$ cat src/ssd_pkg.sv
// Constants, types and register map for the selection sequence status decode block.
// Assumes a 32-bit classic Wishbone bus with one register per aligned word.
package ssd_pkg;
	// Register indices; the byte address is four times the index.
	localparam logic [3:0] IDX_REASON = 4'h5;
	localparam logic [3:0] IDX_STEP = 4'h6;
	localparam logic [3:0] IDX_IRQ_STAT = 4'h8;
	localparam logic [3:0] IDX_IRQ_CLR = 4'h9;
	localparam logic [3:0] IDX_IRQ_EN = 4'hA;
	localparam int ADDR_LSB = 2;
	localparam int IDX_W = 4;
	// Interrupt reason codes.
	localparam logic [7:0] REASON_DISC = 8'h20;
	localparam logic [7:0] REASON_DONE = 8'h18;
	localparam logic [7:0] REASON_NONE = 8'h00;
	// Step codes.
	localparam logic [2:0] STEP_ARB = 3'h0;
	localparam logic [2:0] STEP_ONE_MSG = 3'h1;
	localparam logic [2:0] STEP_MSG_DONE = 3'h2;
	localparam logic [2:0] STEP_IN_CMD = 3'h3;
	localparam logic [2:0] STEP_ALL = 3'h4;
	// Field positions in the step and interrupt registers, and the three-byte message count.
	localparam int SOF_BIT = 3;
	localparam int IRQ_BITS = 2;
	localparam int IRQ_FINISH = 0;
	localparam int IRQ_DISC = 1;
	localparam logic [1:0] MSG_COUNT_THREE = 2'h3;
	// Bus phase as carried on the control lines.
	typedef struct packed {
		logic msg;
		logic cd;
		logic io;
	} ssd_phase_t;
	localparam ssd_phase_t PHASE_MSG_OUT = 3'h6;
	localparam ssd_phase_t PHASE_COMMAND = 3'h2;
	typedef enum logic [1:0] {
		SEL_PLAIN,
		SEL_ATN,
		SEL_THREE_MESSAGE_BYTE_SELECT,
		SEL_ATN_STOP
	} ssd_kind_t;
	typedef enum {
		ST_IDLE,
		ST_ARB,
		ST_WAIT_MSGOUT,
		ST_MSG_OUT,
		ST_WAIT_CMD,
		ST_CMD
	} ssd_state_t;
endpackage

$ cat src/ssd_top.sv
// Selection sequence status decode: step tracking, reason code and register slave.
// Assumes the sequencer strobes are on REF_CLK_IN; the bus phase lines come from pins.
//
// The Wishbone slave port was left to the implementer.
module ssd_top #(
	parameter int OFFSET_W = 4,
	parameter logic [3:0] OFFSET_MAX = 4'hF
) (
	// Clock and reset.
	input wire logic REF_CLK_IN,
	input wire logic RST_IN,
	// Wishbone slave.
	input wire logic WB_CYC_IN,
	input wire logic WB_STB_IN,
	input wire logic WB_WE_IN,
	input wire logic [31:0] WB_ADR_IN,
	input wire logic [3:0] WB_SEL_IN,
	input wire logic [31:0] WB_DAT_IN,
	output logic [31:0] WB_DAT_OUT,
	output logic WB_ACK_OUT,
	// Sequencer strobes.
	input wire logic SEQ_START_IN,
	input wire ssd_pkg::ssd_kind_t SEQ_KIND_IN,
	input wire logic SEL_DONE_IN,
	input wire logic SEL_TIMEOUT_IN,
	input wire logic DISCONNECT_IN,
	input wire logic PHASE_TIMEOUT_IN,
	input wire logic MSG_BYTE_SENT_IN,
	input wire logic CMD_BYTE_SENT_IN,
	input wire logic CMD_LAST_IN,
	input wire logic OFFSET_INC_IN,
	input wire logic OFFSET_DEC_IN,
	// Bus phase lines.
	input wire ssd_pkg::ssd_phase_t PHASE_IN,
	// Outputs.
	output logic ATN_OUT,
	output logic BUSY_OUT,
	output logic IRQ_OUT
);
	ssd_pkg::ssd_phase_t phase_meta_q, phase_q;
	ssd_pkg::ssd_state_t state_q;
	ssd_pkg::ssd_kind_t kind_q;
	logic [2:0] step_q;
	logic [7:0] reason_q;
	logic [1:0] msg_cnt_q;
	logic [OFFSET_W-1:0] offset_q;
	logic sof_n_q;
	logic [ssd_pkg::IRQ_BITS-1:0] irq_stat_q, irq_en_q;
	logic bus_req, bus_rd, bus_wr, reason_rd;
	logic [ssd_pkg::IDX_W-1:0] idx;
	logic finish;
	logic [7:0] fin_reason;
	logic [2:0] fin_step;
	logic step_set;
	logic [2:0] step_new;
	logic start_take;
	logic last_msg;
	logic clr_hit;
	logic [ssd_pkg::IRQ_BITS-1:0] irq_clr, irq_set;

	function automatic logic [31:0] pad8(input logic [7:0] v);
		return {24'h000000, v};
	endfunction

	// True when the byte just sent is the last one that this kind carries under attention.
	// The three-byte kind keeps attention up until its third byte has gone out.
	function automatic logic is_last_msg(input ssd_pkg::ssd_kind_t k, input logic [1:0] cnt);
		return k != ssd_pkg::SEL_THREE_MESSAGE_BYTE_SELECT || cnt + 2'h1 == ssd_pkg::MSG_COUNT_THREE;
	endfunction

	// A start strobe is only taken while idle; a strobe during a sequence is ignored.
	assign start_take = state_q == ssd_pkg::ST_IDLE && SEQ_START_IN;
	assign last_msg = is_last_msg(kind_q, msg_cnt_q);

	// Phase lines cross from the pins through two flops.
	always_ff @(posedge REF_CLK_IN) begin
		if (RST_IN) begin
			phase_meta_q <= '0;
			phase_q <= '0;
		end else begin
			phase_meta_q <= PHASE_IN;
			phase_q <= phase_meta_q;
		end
	end

	assign bus_req = WB_CYC_IN & WB_STB_IN & ~WB_ACK_OUT;
	assign bus_rd = bus_req & ~WB_WE_IN;
	assign bus_wr = bus_req & WB_WE_IN & WB_SEL_IN[0];
	assign idx = WB_ADR_IN[ssd_pkg::ADDR_LSB +: ssd_pkg::IDX_W];
	assign reason_rd = bus_rd && idx == ssd_pkg::IDX_REASON;

	// Sequence walk. The target must follow message-out with command phase.
	always_comb begin
		finish = 1'b0;
		fin_reason = ssd_pkg::REASON_DONE;
		fin_step = step_q;
		step_set = 1'b0;
		step_new = step_q;
		if (state_q != ssd_pkg::ST_IDLE && (DISCONNECT_IN || SEL_TIMEOUT_IN)) begin
			finish = 1'b1;
			fin_reason = ssd_pkg::REASON_DISC;
			fin_step = ssd_pkg::STEP_ARB;
		end else begin
			unique case (state_q)
				ssd_pkg::ST_IDLE: begin
				end
				ssd_pkg::ST_ARB: begin
					if (SEL_DONE_IN && kind_q == ssd_pkg::SEL_PLAIN) begin
						step_set = 1'b1;
						step_new = ssd_pkg::STEP_MSG_DONE;
					end
				end
				ssd_pkg::ST_WAIT_MSGOUT: begin
					if (PHASE_TIMEOUT_IN) begin
						finish = 1'b1;
						fin_step = ssd_pkg::STEP_ARB;
					end
				end
				ssd_pkg::ST_MSG_OUT: begin
					if (MSG_BYTE_SENT_IN && kind_q == ssd_pkg::SEL_ATN_STOP) begin
						finish = 1'b1;
						fin_step = ssd_pkg::STEP_ONE_MSG;
					end else if (MSG_BYTE_SENT_IN) begin
						step_set = 1'b1;
						step_new = ssd_pkg::STEP_MSG_DONE;
					end else if (phase_q != ssd_pkg::PHASE_MSG_OUT) begin
						finish = 1'b1;
						fin_step = ssd_pkg::STEP_MSG_DONE;
					end
				end
				ssd_pkg::ST_WAIT_CMD: begin
					if (phase_q == ssd_pkg::PHASE_COMMAND) begin
						step_set = 1'b1;
						step_new = ssd_pkg::STEP_IN_CMD;
					end else if (PHASE_TIMEOUT_IN) begin
						finish = 1'b1;
						fin_step = ssd_pkg::STEP_MSG_DONE;
					end
				end
				ssd_pkg::ST_CMD: begin
					if (CMD_BYTE_SENT_IN && CMD_LAST_IN) begin
						finish = 1'b1;
						fin_step = ssd_pkg::STEP_ALL;
					end else if (phase_q != ssd_pkg::PHASE_COMMAND) begin
						finish = 1'b1;
						fin_step = ssd_pkg::STEP_IN_CMD;
					end
				end
			endcase
		end
	end

	always_ff @(posedge REF_CLK_IN) begin
		if (RST_IN) begin
			state_q <= ssd_pkg::ST_IDLE;
			kind_q <= ssd_pkg::SEL_PLAIN;
			msg_cnt_q <= '0;
		end else if (finish) begin
			state_q <= ssd_pkg::ST_IDLE;
		end else begin
			unique case (state_q)
				ssd_pkg::ST_IDLE: begin
					if (SEQ_START_IN) begin
						state_q <= ssd_pkg::ST_ARB;
						kind_q <= SEQ_KIND_IN;
						msg_cnt_q <= '0;
					end
				end
				ssd_pkg::ST_ARB: begin
					if (SEL_DONE_IN) begin
						state_q <= (kind_q == ssd_pkg::SEL_PLAIN) ? ssd_pkg::ST_WAIT_CMD
							: ssd_pkg::ST_WAIT_MSGOUT;
					end
				end
				ssd_pkg::ST_WAIT_MSGOUT: begin
					if (phase_q == ssd_pkg::PHASE_MSG_OUT) begin
						state_q <= ssd_pkg::ST_MSG_OUT;
					end
				end
				ssd_pkg::ST_MSG_OUT: begin
					if (MSG_BYTE_SENT_IN) begin
						msg_cnt_q <= msg_cnt_q + 2'h1;
						if (last_msg) begin
							state_q <= ssd_pkg::ST_WAIT_CMD;
						end
					end
				end
				ssd_pkg::ST_WAIT_CMD: begin
					if (phase_q == ssd_pkg::PHASE_COMMAND) begin
						state_q <= ssd_pkg::ST_CMD;
					end
				end
				ssd_pkg::ST_CMD: begin
				end
			endcase
		end
	end

	// Attention rises with a non-plain sequence; it drops after the last message byte (not for the stop kind) or on a reason read while idle.
	always_ff @(posedge REF_CLK_IN) begin
		if (RST_IN) begin
			ATN_OUT <= 1'b0;
		end else if (start_take) begin
			ATN_OUT <= SEQ_KIND_IN != ssd_pkg::SEL_PLAIN;
		end else if (state_q == ssd_pkg::ST_MSG_OUT && MSG_BYTE_SENT_IN &&
			kind_q != ssd_pkg::SEL_ATN_STOP) begin
			if (last_msg) begin
				ATN_OUT <= 1'b0;
			end
		end else if (state_q == ssd_pkg::ST_IDLE && reason_rd) begin
			// Attention left standing by a halt is dropped once software has seen why.
			ATN_OUT <= 1'b0;
		end
	end

	always_ff @(posedge REF_CLK_IN) begin
		if (RST_IN) begin
			BUSY_OUT <= 1'b0;
		end else begin
			BUSY_OUT <= (state_q != ssd_pkg::ST_IDLE && !finish) || start_take;
		end
	end

	// Step and reason registers; a new value wins over a clearing read.
	always_ff @(posedge REF_CLK_IN) begin
		if (RST_IN) begin
			step_q <= ssd_pkg::STEP_ARB;
			reason_q <= ssd_pkg::REASON_NONE;
		end else if (finish) begin
			step_q <= fin_step;
			reason_q <= fin_reason;
		end else if (step_set) begin
			step_q <= step_new;
		end else if (start_take) begin
			step_q <= ssd_pkg::STEP_ARB;
		end else if (reason_rd) begin
			step_q <= ssd_pkg::STEP_ARB;
			reason_q <= ssd_pkg::REASON_NONE;
		end
	end

	// Offset counter; the flag is stored inverted so it reads low at the limit.
	always_ff @(posedge REF_CLK_IN) begin
		if (RST_IN) begin
			offset_q <= '0;
			sof_n_q <= 1'b1;
		end else begin
			if (OFFSET_INC_IN && !OFFSET_DEC_IN && offset_q != OFFSET_MAX[OFFSET_W-1:0]) begin
				offset_q <= offset_q + 1'b1;
				sof_n_q <= (offset_q + 1'b1) != OFFSET_MAX[OFFSET_W-1:0];
			end else if (OFFSET_DEC_IN && !OFFSET_INC_IN && offset_q != '0) begin
				offset_q <= offset_q - 1'b1;
				sof_n_q <= 1'b1;
			end
		end
	end

	// Clear mask from a write to the clear register; set bits come from this cycle's finish.
	assign clr_hit = bus_wr && idx == ssd_pkg::IDX_IRQ_CLR;
	assign irq_clr = clr_hit ? WB_DAT_IN[ssd_pkg::IRQ_BITS-1:0] : '0;

	always_comb begin
		irq_set = '0;
		irq_set[ssd_pkg::IRQ_FINISH] = finish;
		irq_set[ssd_pkg::IRQ_DISC] = finish && fin_reason == ssd_pkg::REASON_DISC;
	end

	// Interrupt status: set wins over a clear in the same cycle, so no finish is lost.
	always_ff @(posedge REF_CLK_IN) begin
		if (RST_IN) begin
			irq_stat_q <= '0;
			irq_en_q <= '0;
		end else begin
			if (bus_wr && idx == ssd_pkg::IDX_IRQ_EN) begin
				irq_en_q <= WB_DAT_IN[ssd_pkg::IRQ_BITS-1:0];
			end
			irq_stat_q <= (irq_stat_q & ~irq_clr) | irq_set;
		end
	end

	always_ff @(posedge REF_CLK_IN) begin
		if (RST_IN) begin
			IRQ_OUT <= 1'b0;
		end else begin
			IRQ_OUT <= |(irq_stat_q & irq_en_q);
		end
	end

	// Bus slave answers one cycle after the request; unmapped reads return zero.
	always_ff @(posedge REF_CLK_IN) begin
		if (RST_IN) begin
			WB_ACK_OUT <= 1'b0;
			WB_DAT_OUT <= '0;
		end else begin
			WB_ACK_OUT <= bus_req;
			if (bus_rd) begin
				unique case (idx)
					ssd_pkg::IDX_REASON: WB_DAT_OUT <= pad8(reason_q);
					ssd_pkg::IDX_STEP: WB_DAT_OUT <= pad8({4'h0, sof_n_q, step_q});
					ssd_pkg::IDX_IRQ_STAT: WB_DAT_OUT <= {30'h0, irq_stat_q};
					ssd_pkg::IDX_IRQ_EN: WB_DAT_OUT <= {30'h0, irq_en_q};
					default: WB_DAT_OUT <= '0;
				endcase
			end
		end
	end
endmodule

$ cat config.mk
export PLATFORM = sky130hd
export DESIGN_NAME = ssd_top
export DESIGN_NICKNAME = d
export VERILOG_FILES = /design/src/ssd_pkg.sv /design/src/ssd_top.sv
export SDC_FILE = /design/constraint.sdc
export NUM_CORES = 1
export LEC_CHECK = 0
export ABC_CLOCK_PERIOD_IN_PS = 3200
export BUFFER_PORTS_ARGS = -buffer_cell sky130_fd_sc_hd__buf_4
export CAP_MARGIN = 5
export CORE_ASPECT_RATIO = 1.25
export CORE_MARGIN = 3
export CORE_UTILIZATION = 47
export CTS_CLUSTER_DIAMETER = 30
export DETAILED_ROUTE_END_ITERATION = 6
export PLACE_DENSITY = 0.85
export SLEW_MARGIN = 20
export SYNTH_ARGS = -nofsm -noshare
export SYNTH_HDL_FRONTEND = slang
export SYNTH_SLANG_ARGS = --single-unit
$ cat constraint.sdc
create_clock -name REF_CLK_IN -period 3.2 [get_ports REF_CLK_IN]
set_input_delay 0.64 -clock REF_CLK_IN [delete_from_list [all_inputs] [get_ports REF_CLK_IN]]
set_output_delay 0.64 -clock REF_CLK_IN [all_outputs]
set_load 0.05 [all_outputs]
==> results.py <==
metrics = {
    "routing": {
        "drtIter0Drc": 92,
        "viasPerCell": 5.17,
        "final_antenna_net_count": 0,
        "wire_per_inst_um": 11.6,
        "drt-met1-wl_um": 1690,
        "met3WireLength_um": 264,
        "vias": 1816,
        "drt_first_pass_iters": 4,
        "dr_wl_met2_um": 2040,
        "top_layer_used": "met4",
        "drc": 0,
        "drt_wl_total_um": 4060,
    },
    "critical_path": {
        "worst_ep_required_time_ps": 3400,
        "setup.worst_path.start_class": "input pin",
        "path_max_fanout": 14,
        "arrival_ps": 2110,
        "path_class": "in -> reg",
        "cp-end-kind": "flop",
    },
    "clock_network": {
        "ctsResizeCount": 0,
        "cts_tree": "built",
        "clock_tree.root_cell": "clkbuf_8",
        "cts_hold_buf": 0,
        "post_cts_buffers": 0,
        "clk_pin_slew_ps": 80,
        "clock_latency_ps": 290,
        "cts-buffers-inserted": 5,
        "clk_path_buf_depth": 2,
        "h-tree-depth": 2,
        "cts.sinks": 37,
    },
    "grt": {
        "grt_pass1_vias": 1681,
        "grt_pass1_wl_um": 6740,
        "grt-ovfl-total": 0,
        "track_usage": 0.156,
        "grt_max_degree": 35,
        "antenna_found_initial": 0,
    },
    "floorplanning": {
        "die_x_um": 66.3,
        "die_h_um": 81.4,
        "dieArea_um2": 5400,
        "rows": 26,
        "core_area_um2": 4230,
        "initial_core_util": 0.506,
        "ios": 124,
    },
    "flow_run": {
        "maxCapViolations": 0,
    },
    "logic_synthesis": {
        "syn-instance-count": 263,
        "synth-seq-cells": 37,
        "synth_common_cells": "dfxtp_1, buf_4, nor2_1",
        "synth_area_um2": 2140,
        "yosysWarnings": 0,
        "syn_avg_cell_area_um2": 8.14,
        "synth-edff-count": 0,
        "synth_top_area_frac": 0.346,
        "synth.distinct_cells": 51,
        "synth_ff_type": "dfxtp_1",
        "synthTopCellsByArea": "dfxtp_1, buf_4, nor2_1",
        "yosysSeqAreaShare": 0.346,
        "async_flop_share": 0,
        "yosysTopAreaCell": "dfxtp_1",
        "yosysMostFrequentCell": "dfxtp_1",
    },
    "placed_design": {
        "dpl_worst_slack_ps": 990,
        "placedCellCount": 343,
        "gp_congestion": 0.839,
        "port_buffers": 36,
        "dpl.hpwl_um": 3180,
    },
    "sta": {
        "finalHoldViolations": 0,
        "fmax_ghz": 0.525,
        "clock_skew_ps": 7.81,
        "period_needed_ps": 1910,
        "relSlewSlack": 0.581,
        "fin_ws_ps": 1290,
        "finalCritPeriodShare": 0.596,
        "setup_viol": 0,
        "fin_setup_tns_ps": 0,
        "rsz0062_at_grt": "no",
        "worst-slew-pin-transition_ps": 624,
        "slew_viol_final": 0,
    },
    "outcome": {
        "status": "complete, no violations",
    },
    "pwr": {
        "power.density_nw_per_um2": 596,
        "p_leak_nw": 1.00,
        "max-vdd-ir-drop_v": 0.000284,
    },
    "finish": {
        "multiInputGateArea_um2": 1200,
        "regArea_um2": 741,
        "n_antenna_cell": 0,
        "final_cells": 351,
        "drive_above_1_share": 0.183,
        "nets": 386,
        "fill_cells": 398,
        "syn_to_final_growth_pct": 14.2,
    },
    "min_path": {
        "hp-class": "reg -> reg",
    },
}
[critical path, cell delays in order]
cell	delay [ps]
buf_4	120
nand2_1	80
or3b_4	390
a211oi_4	220
buf_4	210
a21bo_1	220
a311oi_2	210
[registers in the layout (all words and copies together) (netlist names)]
name,cells
kind_q,2
WB_DAT_OUT,6
IRQ_OUT,1
BUSY_OUT,1
offset_q,4
irq_stat_q,2
WB_ACK_OUT,1
irq_en_q,2
phase_meta_q,3
ATN_OUT,1
msg_cnt_q,2
phase_q,3
reason_q,2
step_q,3
sof_n_q,1
state_q,3
[logic make-up after synthesis]
logic type      share of synthesized area
other cells                       0.00175
flops                               0.346
buf+inv                             0.135
mux                                0.0193
fa+ha+maj                          0.0234
compound gates                      0.200
xor+xnor                           0.0123
simple gates                        0.263
[path summary, 6_finish.rpt]
kind	from	endpoint	slack [ps]	cells past startpoint
hold / removal	phase_meta_q[2]	phase_q[2]	440	1
setup / recovery	CMD_BYTE_SENT_IN	reason_q[5]	1290	7
hold reg to reg	phase_meta_q[2]	phase_q[2]	440	1
setup reg to reg	state_q[2]	step_q[0]	1300	5
[final cells by class]
| type | instances | area share |
|---|---|---|
| multi-input combinational | 203 | 0.493 |
| inverter | 10 | 0.0154 |
| clock inverter | 2 | 0.0159 |
| tap | 56 | 0.0287 |
| timing repair buffer | 37 | 0.114 |
| clock buffer | 6 | 0.0297 |
| sequential | 37 | 0.303 |
[stage by stage]
stage / util / cell area (um^2) / power (mW) / hold slack [ps]
floorplan: - / 2230 / 0.994 / 414
global placement: 0.551 / 2330 / 1.05 / 419
detailed placement: 0.551 / 2330 / 1.07 / 432
CTS: 0.578 / 2440 / 1.46 / 451
global route: 0.578 / 2440 / 1.54 / 464
finish: 0.578 / 2440 / 1.46 / 445
[layout by cell type (no fill, tap or decap), types with 2 or more instances in the layout]
master     n
a31oi_1    6
a311oi_1   2
conb_1    26
dfxtp_1   37
a211oi_1   4
ha_1       4
nand3b_1   4
o21ai_0    7
xnor2_1    2
buf_4     37
nor3_1     7
o22ai_1    2
nor2_1    27
clkbuf_8   5
nand2_1   19
a22o_1     4
nand3_1    9
nor2b_1   12
nor4bb_1   2
o211ai_1   2
inv_1     10
nor4_1     2
nand2b_1  11
or2_2      2
nand4b_1   2
a21oi_1   18
a22oi_1    4
mux2i_1    3
[routing by layer]
| metal | global-route usage | vias to the layer above |
|---|---|---|
| li1 | - | 926 |
| met1 | 0.171 | 825 |
| met5 | 0 | - |
| met2 | 0.277 | 58 |
| met3 | 0.0424 | 7 |
| met4 | 0.0732 | 0 |
[report_power, final]
group	leakage, nW	total, mW	switching, mW	internal [mW]
registers	0.302	0.591	0.0689	0.522
clock network	0.0554	0.399	0.165	0.234
logic	0.643	0.465	0.294	0.171
total	1.00	1.46	0.528	0.927
No activity file was read; power rests on OpenSTA's default activity.
